===== src/hdl/pwr_seq_pkg.sv =====
package pwr_seq_pkg;

  ////////////////////////////////////////////////////////////////////////////////
  // bus geometry: byte address, one 32-bit word per register
  localparam int ADDR_W = 18;
  localparam int IDX_W = 16;

  // register indices; byte address is four times the index
  localparam logic [15:0] IDX_WAKE_IRQ_CTL = 16'hFF94;
  localparam logic [15:0] IDX_MISC_CTL0 = 16'hFFF1;
  localparam logic [15:0] IDX_MCLK_CTL = 16'h008F;
  localparam logic [15:0] IDX_IRQ_STATUS = 16'hFFE0;
  localparam logic [15:0] IDX_IRQ_MASK = 16'hFFE1;

  ////////////////////////////////////////////////////////////////////////////////
  // reset values
  localparam logic [7:0] WIC_RST = 8'h00;
  localparam logic [7:0] MC0_RST = 8'h00;
  localparam logic [7:0] MCC_RST = 8'h0A;
  localparam logic [2:0] IRQ_RST = 3'h0;

  // writable bits
  localparam logic [7:0] WIC_WMASK = 8'hBF;
  localparam logic [7:0] MC0_WMASK = 8'h83;

  ////////////////////////////////////////////////////////////////////////////////
  // wake_irq_control fields
  localparam int WIC_ROUTE = 7;
  localparam int WIC_RTC_EN = 5;
  localparam int WIC_RTC_FLAG = 4;
  localparam int WIC_USB_EN = 3;
  localparam int WIC_USB_FLAG = 2;
  localparam int WIC_KP_EN = 1;
  localparam int WIC_KP_FLAG = 0;

  // misc_control_zero fields
  localparam int MC0_PDR = 7;

  // master_clock_control fields
  localparam int MCC_HSO_DIS = 7;
  localparam int MCC_KP_DIS = 6;
  localparam int MCC_SC_DIS = 5;
  localparam int MCC_USB_DIS = 4;
  localparam int MCC_OSC32K_DIS = 3;

  // irq status / mask layout
  localparam int IRQ_W = 3;
  localparam int IRQ_DOWN = 0;
  localparam int IRQ_WAKE = 1;
  localparam int IRQ_READY = 2;

  ////////////////////////////////////////////////////////////////////////////////
  // sequencing counts, in cpu clock cycles
  localparam int GRACE_CYCLES = 32;
  localparam int SETTLE_CYCLES = 512;
  localparam int CNT_W = 10;
  localparam int CPU_DIV_DEFAULT = 4;

  typedef enum logic [1:0] {ST_RUN, ST_GRACE, ST_DOWN, ST_SETTLE} seq_state_t;

endpackage


===== src/hdl/cpu_tick_gen.sv =====
`timescale 1ns/1ps

// one-cycle cpu clock enable; stops while run is low
module cpu_tick_gen #(
  parameter int DIV = pwr_seq_pkg::CPU_DIV_DEFAULT
) (
  input wire logic sys_clk,
  input wire logic srst,
  input wire logic run,
  output logic cpu_tick
);

  typedef struct packed {
    logic [7:0] cnt;
    logic tick;
  } tick_regs_t;

  tick_regs_t s_reg;
  tick_regs_t s_next;

  always_comb begin
    s_next = s_reg;
    s_next.tick = 1'b0;
    if (run) begin
      if (s_reg.cnt == 8'(DIV - 1)) begin
        s_next.cnt = 8'h00;
        s_next.tick = 1'b1;
      end else begin
        s_next.cnt = s_reg.cnt + 8'h01;
      end
    end
  end

  always_ff @(posedge sys_clk) begin
    if (srst) begin
      s_reg <= '0;
    end else begin
      s_reg <= s_next;
    end
  end

  assign cpu_tick = s_reg.tick;

endmodule


===== src/hdl/power_down_wake_sequencer.sv =====
`timescale 1ns/1ps

// Behaviour
// power down stops core, clocks, peripherals
// only 32 kHz oscillator runs when down
// clocks run 32 cpu cycles first
// firmware halts core within grace window
// then oscillator, pll, vref, bias off
// firmware sets route select before request
// firmware enters down only via request
// or ext 0, 4, 5 sources onto ext0
// route select redirects all sources to ext0
// wake restores power, restarts clocks
// ext0 released after 512 cpu cycles
// reading wake register clears route select
// per-block clock gating by control bits
// wake register resets to zero
// request overrides individual control bits
// rtc keeps running on 32 kHz oscillator
// keypad disable bit gates keypad clock
// settle counter restarts, holds when stopped
module power_down_wake_sequencer #(
  parameter int CPU_DIV = pwr_seq_pkg::CPU_DIV_DEFAULT
) (
  input wire logic sys_clk,
  input wire logic srst,
  input wire logic [17:0] address,
  input wire logic read,
  input wire logic write,
  input wire logic [31:0] writedata,
  input wire logic [3:0] byteenable,
  output logic [31:0] readdata,
  output logic waitrequest,
  input wire logic [7:0] user_io_pins,
  input wire logic sc_irq,
  input wire logic rtc_event,
  input wire logic usb_event,
  input wire logic keypad_event,
  output logic ext_irq_zero,
  output logic ext_irq_four,
  output logic ext_irq_five,
  output logic irq,
  output logic core_clock_en,
  output logic sc_clock_en,
  output logic usb_clock_en,
  output logic keypad_clock_en,
  output logic rtc_clock_en,
  output logic osc32k_en,
  output logic hs_osc_en,
  output logic pll_en,
  output logic vref_en,
  output logic bias_en
);

  typedef struct packed {
    pwr_seq_pkg::seq_state_t state;
    logic [9:0] cnt;
    logic [7:0] wic;
    logic [7:0] mc0;
    logic [7:0] mcc;
    logic [2:0] irq_status;
    logic [2:0] irq_mask;
    logic wake_hold;
    logic waitrequest;
    logic [31:0] readdata;
    logic irq;
    logic ext_irq_zero;
    logic ext_irq_four;
    logic ext_irq_five;
    logic core_clock_en;
    logic sc_clock_en;
    logic usb_clock_en;
    logic keypad_clock_en;
    logic rtc_clock_en;
    logic osc32k_en;
    logic hs_osc_en;
    logic pll_en;
    logic vref_en;
    logic bias_en;
  } seq_regs_t;

  seq_regs_t s_reg;
  seq_regs_t s_next;
  logic cpu_tick;
  logic req;
  logic accept;
  logic [15:0] idx;
  logic ext5_src;
  logic user_any;
  logic merged;
  logic wake;
  logic down;
  logic ovr;
  logic [2:0] evt;

  ////////////////////////////////////////////////////////////////////////////////
  // cpu clock enable, frozen while clocks are gated off
  cpu_tick_gen #(
    .DIV(CPU_DIV)
  ) u_tick (
    .sys_clk(sys_clk),
    .srst(srst),
    .run(s_reg.state != pwr_seq_pkg::ST_DOWN),
    .cpu_tick(cpu_tick)
  );

  ////////////////////////////////////////////////////////////////////////////////
  always_comb begin
    s_next = s_reg;
    evt = 3'h0;
    req = read | write;
    accept = req & ~s_reg.waitrequest;
    idx = address[17:2];
    user_any = |user_io_pins;
    ext5_src = (s_reg.wic[pwr_seq_pkg::WIC_RTC_FLAG] & s_reg.wic[pwr_seq_pkg::WIC_RTC_EN])
      | (s_reg.wic[pwr_seq_pkg::WIC_USB_FLAG] & s_reg.wic[pwr_seq_pkg::WIC_USB_EN])
      | (s_reg.wic[pwr_seq_pkg::WIC_KP_FLAG] & s_reg.wic[pwr_seq_pkg::WIC_KP_EN]);
    merged = user_any | (s_reg.wic[pwr_seq_pkg::WIC_ROUTE] & (sc_irq | ext5_src));
    // without route select only the user pins can wake
    wake = s_reg.wic[pwr_seq_pkg::WIC_ROUTE] ? (user_any | sc_irq | ext5_src) : user_any;

    // two-cycle answer: data built while waitrequest high, effects at release
    s_next.waitrequest = ~(req & s_reg.waitrequest);
    if (req & s_reg.waitrequest) begin
      s_next.readdata = 32'h0000_0000;
      case (idx)
        pwr_seq_pkg::IDX_WAKE_IRQ_CTL: s_next.readdata[7:0] = s_reg.wic;
        pwr_seq_pkg::IDX_MISC_CTL0: s_next.readdata[7:0] = s_reg.mc0;
        pwr_seq_pkg::IDX_MCLK_CTL: s_next.readdata[7:0] = s_reg.mcc;
        pwr_seq_pkg::IDX_IRQ_STATUS: s_next.readdata[2:0] = s_reg.irq_status;
        pwr_seq_pkg::IDX_IRQ_MASK: s_next.readdata[2:0] = s_reg.irq_mask;
        default: s_next.readdata = 32'h0000_0000;
      endcase
    end

    ////////////////////////////////////////////////////////////////////////////////
    // register writes and read side effects
    if (accept & write & byteenable[0]) begin
      case (idx)
        pwr_seq_pkg::IDX_WAKE_IRQ_CTL: begin
          s_next.wic[7] = writedata[7];
          s_next.wic[pwr_seq_pkg::WIC_RTC_EN] = writedata[5];
          s_next.wic[pwr_seq_pkg::WIC_USB_EN] = writedata[3];
          s_next.wic[pwr_seq_pkg::WIC_KP_EN] = writedata[1];
          // flags are write-one-to-clear
          s_next.wic[4] = s_reg.wic[4] & ~writedata[4];
          s_next.wic[2] = s_reg.wic[2] & ~writedata[2];
          s_next.wic[0] = s_reg.wic[0] & ~writedata[0];
        end
        pwr_seq_pkg::IDX_MISC_CTL0: s_next.mc0 = writedata[7:0] & pwr_seq_pkg::MC0_WMASK;
        pwr_seq_pkg::IDX_MCLK_CTL: s_next.mcc = writedata[7:0];
        pwr_seq_pkg::IDX_IRQ_STATUS: s_next.irq_status = s_reg.irq_status & ~writedata[2:0];
        pwr_seq_pkg::IDX_IRQ_MASK: s_next.irq_mask = writedata[2:0];
        default: s_next.mc0 = s_next.mc0;
      endcase
    end
    if (accept & read & (idx == pwr_seq_pkg::IDX_WAKE_IRQ_CTL)) begin
      s_next.wic[pwr_seq_pkg::WIC_ROUTE] = 1'b0;
    end
    // event set wins over a clear in the same cycle
    if (rtc_event) begin
      s_next.wic[pwr_seq_pkg::WIC_RTC_FLAG] = 1'b1;
    end
    if (usb_event) begin
      s_next.wic[pwr_seq_pkg::WIC_USB_FLAG] = 1'b1;
    end
    if (keypad_event) begin
      s_next.wic[pwr_seq_pkg::WIC_KP_FLAG] = 1'b1;
    end

    ////////////////////////////////////////////////////////////////////////////////
    // power-down sequencer
    case (s_reg.state)
      pwr_seq_pkg::ST_RUN: begin
        if (s_reg.mc0[pwr_seq_pkg::MC0_PDR]) begin
          s_next.state = pwr_seq_pkg::ST_GRACE;
          s_next.cnt = 10'h000;
        end
      end
      pwr_seq_pkg::ST_GRACE: begin
        // core is expected to halt itself here; no handshake exists
        if (cpu_tick) begin
          if (s_reg.cnt == 10'(pwr_seq_pkg::GRACE_CYCLES - 1)) begin
            s_next.state = pwr_seq_pkg::ST_DOWN;
            s_next.cnt = 10'h000;
            evt[pwr_seq_pkg::IRQ_DOWN] = 1'b1;
          end else begin
            s_next.cnt = s_reg.cnt + 10'h001;
          end
        end
      end
      pwr_seq_pkg::ST_DOWN: begin
        if (wake) begin
          s_next.state = pwr_seq_pkg::ST_SETTLE;
          s_next.cnt = 10'h000;
          evt[pwr_seq_pkg::IRQ_WAKE] = 1'b1;
        end
      end
      pwr_seq_pkg::ST_SETTLE: begin
        // counts only on cpu ticks, so it holds whenever they stop
        if (cpu_tick) begin
          if (s_reg.cnt == 10'(pwr_seq_pkg::SETTLE_CYCLES - 1)) begin
            s_next.state = pwr_seq_pkg::ST_RUN;
            s_next.cnt = 10'h000;
            s_next.mc0[pwr_seq_pkg::MC0_PDR] = 1'b0;
            s_next.wake_hold = 1'b1;
            evt[pwr_seq_pkg::IRQ_READY] = 1'b1;
          end else begin
            s_next.cnt = s_reg.cnt + 10'h001;
          end
        end
      end
      default: s_next.state = pwr_seq_pkg::ST_RUN;
    endcase
    if ((s_reg.state == pwr_seq_pkg::ST_RUN) & ~merged) begin
      s_next.wake_hold = 1'b0;
    end
    s_next.irq_status = s_next.irq_status | evt;
    s_next.irq = |(s_next.irq_status & s_next.irq_mask);

    ////////////////////////////////////////////////////////////////////////////////
    // interrupt routing; nothing reaches ext0 until the settle count ends
    if (s_next.state == pwr_seq_pkg::ST_RUN) begin
      s_next.ext_irq_zero = user_any | s_next.wake_hold
        | (s_reg.wic[pwr_seq_pkg::WIC_ROUTE] & (sc_irq | ext5_src));
      s_next.ext_irq_four = sc_irq & ~s_reg.wic[pwr_seq_pkg::WIC_ROUTE];
      s_next.ext_irq_five = ext5_src & ~s_reg.wic[pwr_seq_pkg::WIC_ROUTE];
    end else begin
      s_next.ext_irq_zero = 1'b0;
      s_next.ext_irq_four = 1'b0;
      s_next.ext_irq_five = 1'b0;
    end

    ////////////////////////////////////////////////////////////////////////////////
    // clock and analog enables
    down = s_next.state == pwr_seq_pkg::ST_DOWN;
    ovr = s_next.state != pwr_seq_pkg::ST_RUN;
    s_next.core_clock_en = ~down;
    s_next.sc_clock_en = ~down & (ovr | ~s_next.mcc[pwr_seq_pkg::MCC_SC_DIS]);
    s_next.usb_clock_en = ~down & (ovr | ~s_next.mcc[pwr_seq_pkg::MCC_USB_DIS]);
    s_next.keypad_clock_en = ~down & (ovr | ~s_next.mcc[pwr_seq_pkg::MCC_KP_DIS]);
    s_next.hs_osc_en = ~down & (ovr | ~s_next.mcc[pwr_seq_pkg::MCC_HSO_DIS]);
    s_next.pll_en = ~down & (ovr | ~s_next.mcc[pwr_seq_pkg::MCC_HSO_DIS]);
    s_next.vref_en = ~down;
    s_next.bias_en = ~down;
    s_next.osc32k_en = ~s_next.mcc[pwr_seq_pkg::MCC_OSC32K_DIS];
    s_next.rtc_clock_en = ~down | s_next.osc32k_en;
  end

  always_ff @(posedge sys_clk) begin
    if (srst) begin
      s_reg <= '0;
      s_reg.state <= pwr_seq_pkg::ST_RUN;
      s_reg.wic <= pwr_seq_pkg::WIC_RST;
      s_reg.mc0 <= pwr_seq_pkg::MC0_RST;
      s_reg.mcc <= pwr_seq_pkg::MCC_RST;
      s_reg.irq_status <= pwr_seq_pkg::IRQ_RST;
      s_reg.irq_mask <= pwr_seq_pkg::IRQ_RST;
      s_reg.waitrequest <= 1'b1;
      s_reg.core_clock_en <= 1'b1;
      s_reg.sc_clock_en <= 1'b1;
      s_reg.usb_clock_en <= 1'b1;
      s_reg.keypad_clock_en <= 1'b1;
      s_reg.rtc_clock_en <= 1'b1;
      s_reg.osc32k_en <= 1'b1;
      s_reg.hs_osc_en <= 1'b1;
      s_reg.pll_en <= 1'b1;
      s_reg.vref_en <= 1'b1;
      s_reg.bias_en <= 1'b1;
    end else begin
      s_reg <= s_next;
    end
  end

  assign readdata = s_reg.readdata;
  assign waitrequest = s_reg.waitrequest;
  assign ext_irq_zero = s_reg.ext_irq_zero;
  assign ext_irq_four = s_reg.ext_irq_four;
  assign ext_irq_five = s_reg.ext_irq_five;
  assign irq = s_reg.irq;
  assign core_clock_en = s_reg.core_clock_en;
  assign sc_clock_en = s_reg.sc_clock_en;
  assign usb_clock_en = s_reg.usb_clock_en;
  assign keypad_clock_en = s_reg.keypad_clock_en;
  assign rtc_clock_en = s_reg.rtc_clock_en;
  assign osc32k_en = s_reg.osc32k_en;
  assign hs_osc_en = s_reg.hs_osc_en;
  assign pll_en = s_reg.pll_en;
  assign vref_en = s_reg.vref_en;
  assign bias_en = s_reg.bias_en;
endmodule


===== config.mk =====
export PLATFORM = sky130hd
export DESIGN_NAME = power_down_wake_sequencer
export DESIGN_NICKNAME = d
export VERILOG_FILES = /design/src/hdl/pwr_seq_pkg.sv /design/src/hdl/cpu_tick_gen.sv /design/src/hdl/power_down_wake_sequencer.sv
export SDC_FILE = /design/constraint.sdc
export NUM_CORES = 1
export LEC_CHECK = 0
export BUFFER_PORTS_ARGS = -buffer_cell sky130_fd_sc_hd__buf_2
export CORE_MARGIN = 4
export CORE_UTILIZATION = 51
export CTS_CLUSTER_DIAMETER = 150
export CTS_CLUSTER_SIZE = 24
export DETAILED_ROUTE_END_ITERATION = 16
export PLACE_DENSITY = 0.81
export SLEW_MARGIN = 0
export SYNTH_ARGS = -nofsm -noshare
export SYNTH_HDL_FRONTEND = slang
export SYNTH_SLANG_ARGS = --single-unit

===== constraint.sdc =====
create_clock -name sys_clk -period 5.53 [get_ports sys_clk]
set_input_delay 1.106 -clock sys_clk [delete_from_list [all_inputs] [get_ports sys_clk]]
set_output_delay 1.106 -clock sys_clk [all_outputs]
set_load 0.05 [all_outputs]

Word-level counts from Yosys, hierarchy flattened
Cells that the tools add are included.
Widths: inputs -> output; s select.

word-level totals
  register bits after elaboration = 66
  output and inout port bits = 47
  word-level logic and storage cells = 160

cells by class
  add/sub/neg operators = 2
  equality and inequality tests = 17
  muxes and demuxes = 38
  bitwise gates (word level) = 53
  reduce and logical (&&, ||, !) cells = 21

operator list
  kind                   number
  $eq 16x16->1 const B   4
  $mux 12                4
  $pmux 12 s4            1
  $mux 27                1
  $mux 8                 3
  $and 1x1->1            20
  $mux 1                 20
  $mux 10                2
  $eq 16x8->1 const B    1
  $not 1->1              15
  $pmux 3 s5             1
  $pmux 5 s3             1
  $or 1x1->1             14
  $reduce_bool 2->1      7
  $reduce_and 2->1       6
  $add 10x1->10 const B  1
  $eq 10x5->1 const B    1
  $eq 10x9->1 const B    1
  $add 8x1->8 const B    1
  $eq 8x2->1 const B     1
  $reduce_or 8->1        1
  $and 3x3->3            2
  $eq 2x2->1 const B     3
  $mux 3                 2
  other kinds (11)       18

Depth between registers and ports, before layout
  depth after elaboration = 11
  depth in mapped cells = 7
  depth with buffers taken out = 6

By module
From an unflattened synthesis, not the netlist that was laid out.

second synthesis, totals
  cells, all modules = 393
  area, all modules = 3,393.3 um^2

modules (own cells, without submodules)
  module                     instances  cells each  area an instance (um^2)  seq. area each (um^2)
  power_down_wake_sequencer  1          351         2,994.1                  1,141.1
  cpu_tick_gen               1          42          399.1                    180.2

Worst setup path before layout
OpenSTA, ideal clock, no wires.

  kind = in2reg
  start point = input address[11]
  end point = register s_reg[57] in the netlist's numbering
  data arrival time = 2.783 ns
  required time = 5.413 ns
  path slack = 2.631 ns
  stages = 5
  buffers on the path = 0
  cell sequence = or4_4 or4_4 nor2_8 mux2_4 nand2b_1

on the way
  word-level cells in the longest chain between the ends = 3

RTL lines
  element               line                              source
  from (decl)           power_down_wake_sequencer.sv:27   input wire logic [17:0] address,
  $eq 16x8->1           power_down_wake_sequencer.sv:139  case (idx)
  $mux 8                power_down_wake_sequencer.sv:139
  $mux 27               power_down_wake_sequencer.sv:138  if (accept & write & byteenable[0]) begin
  to (signal assigned)  power_down_wake_sequencer.sv:271  s_reg <= s_next;
  to (decl)             power_down_wake_sequencer.sv:82   seq_regs_t s_reg;

No other way between the ends. The select of a mux whose other input is x is not followed.
A chain may end at the register's enable or synchronous reset.

Worst setup path after layout
Ends and elaborated chain as after synthesis.

==> results.rst <==
.. list-table::
   :header-rows: 1

   * - Metric
     - Value
   * - Status
     - complete, no violations
   * - Total Routing Usage GR
     - around a fifth
   * - Final setup TNS
     - 0 ns
   * - Vias in the first global route
     - about 2700
   * - Async set-reset flop share out of synthesis
     - 0%
   * - Leading cell types by total area after synthesis
     - sky130_fd_sc_hd__dfxtp_1 (39%), sky130_fd_sc_hd__buf_4 (7.7%), sky130_fd_sc_hd__nor2_1 (3.8%), sky130_fd_sc_hd__a21oi_1 (2.9%), sky130_fd_sc_hd__nand3_1 (2.9%)
   * - Post-synthesis cell type count
     - 66
   * - Vertical extent of the die
     - about 90 microns
   * - Worst vdd ir
     - about 170 uV
   * - Number of warnings issued by yosys
     - 0
   * - Total clock buffers created by CTS
     - 9
   * - TritonCTS clock tree
     - yes
   * - Site Rows
     - 29
   * - Worst Skew
     - 0.00943 ns
   * - Hold-fix buffers at CTS
     - 0
   * - Overall die area
     - between 0.008 and 0.009 sq mm
   * - Antenna diodes
     - 0
   * - Total congestion overflow
     - 0
   * - Wire length of the first global-routing pass
     - about 13 mm
   * - Synth-to-layout area growth
     - 11.6%
   * - Final min period
     - 2.75 ns
   * - Fraction of post-synthesis cell area in the top cell type by area
     - approximately two fifths
   * - Source-to-sink clock delay at the later pin of the worst-skew pair
     - between 0.3 and 0.4 ns
   * - First-pass iteration count of the detailed router
     - 5
   * - Endpoint class of the critical path
     - flop
   * - Critical path data arrival time
     - ~3.0 ns
   * - Hold violation total from the final report
     - 0
   * - Leading register cell type out of synthesis
     - sky130_fd_sc_hd__dfxtp_1
   * - Highest Clock Rate
     - about 360 MHz
   * - Number of antenna violations at the first check in global routing
     - 0
   * - Final weighted congestion of routability-driven global placement
     - between 0.8 and 0.9
   * - Cell area after synthesis
     - roughly 0.0034 sq mm
   * - Worst relative slew slack
     - about a third
   * - Starting DRT DRC Count
     - around 240
   * - Power Dens Cells
     - approximately 280 mW/mm^2
   * - Static leakage power
     - ~1.6 nW
   * - Via-per-instance ratio
     - 5.68
   * - Core Util, Final
     - between 50% and 60%
   * - EDFF count, synth
     - 0
   * - Kind of start point of the critical path
     - input pin
   * - Via count
     - around 3000
   * - Fin crit share
     - between 40% and 50%
   * - Die X-Extent
     - between 80 and 90 microns
   * - Top-level I/O count
     - around 120
   * - Port Buf Inserts
     - 63
   * - Total area of multi-input combinational cells
     - between 0.0015 and 0.002 sq mm
   * - Clock Pin Slew Worst Setup and Hold Paths
     - 0.07 ns
   * - Leading post-synthesis cells by instance count
     - sky130_fd_sc_hd__dfxtp_1 (66), sky130_fd_sc_hd__buf_4 (35), sky130_fd_sc_hd__nor2_1 (35)
   * - Total number of clock tree sinks
     - 66
   * - Pin count of the biggest net entering global routing
     - 43
   * - Routed Wire Length
     - between 7 and 8 mm
   * - Number of max-slew violations in the final report
     - 0
   * - Initial core utilization
     - 53.2%
   * - Post-detailed-route count of antenna-violating nets
     - 0
   * - Remaining DRCs
     - 0
   * - Kind of critical path
     - input pin to flop
   * - Setup violations, final
     - 0
   * - Unrepaired setup endpoints after global routing
     - false
   * - Total core area
     - 0.00642 sq mm
   * - Total of flip-flops plus latches after synthesis
     - 66
   * - Post-CTS setup buffer count
     - 0
   * - Clock root buffer
     - sky130_fd_sc_hd__clkbuf_8
   * - Final-layout fill cell count
     - between 500 and 600
   * - Detailed placement HPWL
     - 5.45 mm
   * - Mean area per synthesized cell
     - about 8.9 sq um
   * - Leading area contributor after synthesis
     - sky130_fd_sc_hd__dfxtp_1
   * - Hold Path Class
     - flop to flop
   * - Sequential Area
     - 0.00132 sq mm
   * - Number of flip-flops in the largest register
     - 37
   * - Cells after Synth
     - slightly below 400
   * - NumNets Final
     - a little over 500
   * - Count leader, synth
     - sky130_fd_sc_hd__dfxtp_1
   * - CTS H-tree lvls
     - 3
   * - Actual transition at the worst max-transition pin
     - 1.00 ns
   * - Sequential area share after synthesis
     - approximately two fifths
   * - Register-to-register setup slack
     - roughly 3.1 ns
   * - Largest fanout on the critical path
     - 5
   * - WP data required
     - approximately 5.8 ns
   * - Count of cells resized by post-cts repair
     - 0
   * - Maximum capacitance violations
     - 0
   * - Share of final-layout standard cells stronger than drive strength 1
     - 22.9%
   * - Average wire per standard cell
     - about 15 microns
   * - Maximum buffer depth of the clock tree
     - 2
-- critical path, cell delays in order --
cell and delay, ns:
sky130_fd_sc_hd__buf_2 0.11, sky130_fd_sc_hd__or4_4 0.53, sky130_fd_sc_hd__or4_4 0.61, sky130_fd_sc_hd__nor2_8 0.16, sky130_fd_sc_hd__mux2_4 0.33, sky130_fd_sc_hd__nand2b_1 0.14
-- through the flow --
stage	instances	power [mW]	hold WS [ns]	worst slack, ns	instance area (sq um)
global route	514	1.09	0.489	2.74	3810
detailed placement	498	0.615	0.445	2.42	3590
global placement	498	0.612	0.439	2.43	3590
CTS	514	1.06	0.459	2.79	3810
finish	514	1.05	0.458	2.78	3810
floorplan	408	0.600	0.432	2.63	3500
-- path summary, 6_finish.rpt --
check                                 start      endpoint  cells past startpoint
worst max-delay path            address[11]     s_reg[57]                      6
worst min-delay path            readdata[6]   readdata[6]                      2
worst max register to register    s_reg[78]  ext_irq_five                      5
worst min register to register  readdata[6]   readdata[6]                      2
-- power breakdown --
group          total, mW  leakage, nW  switching (mW)  internal, mW
Sequential         0.491        0.536         0.00666         0.484
Combinational      0.114        0.932          0.0874        0.0268
Clock              0.448        0.107           0.193         0.255
Total               1.05         1.57           0.287         0.766
-- final cells by class --
class,instances,area share [%]
inverter,11,1.08
sequential,66,34.7
timing repair buffer,65,8.66
clock buffer,10,3.35
tap,77,2.53
clock inverter,6,2.36
multi-input combinational,279,47.4
-- cells by family (layout without fill, tap and decap cells) --
kind of cell,after synthesis,count (layout),synth area share (%)
mux,11,11,3.55
other cells,1,24,0.110
buf+inv,63,92,11.0
compound gates,86,86,18.1
fa+ha+maj,2,2,0.732
simple gates,149,149,26.0
xor+xnor,7,7,1.79
flops,66,66,38.7
-- placed cells by master, fill, tap and decap left out, drive strengths merged, types with 3 or more instances in the layout --
cell type / netlist / final
dfxtp: 66 / 66
buf: 45 / 65
nor2: 36 / 36
conb: 1 / 24
nand2: 22 / 22
nand3: 20 / 20
a21oi: 20 / 20
o21ai: 17 / 17
nor3: 12 / 12
inv: 11 / 12
clkbuf: 7 / 10
nor4: 9 / 9
mux2i: 8 / 8
nand4: 8 / 8
o21a: 7 / 7
and2: 6 / 6
a221oi: 6 / 6
or4: 6 / 6
xor2: 5 / 5
nor3b: 4 / 4
nand2b: 4 / 4
and4: 4 / 4
a21o: 4 / 4
o2bb2ai: 4 / 4
a311oi: 4 / 4
or2: 3 / 3
mux2: 3 / 3
a41oi: 3 / 3
-- layer usage --
metal | share of wire (%) | track usage [%] | wire [microns] | vias up
met1 | 44 | 23.6 | 3350 | 1374
met3 | 6.5 | 4.76 | 488 | 11
li1 | - | - | - | 1443
met2 | 47 | 30.8 | 3570 | 94
met4 | 1.7 | 7.28 | 129 | 0
met5 | 0 | 0 | 0 | -
(Power assumes the default switching activity.)
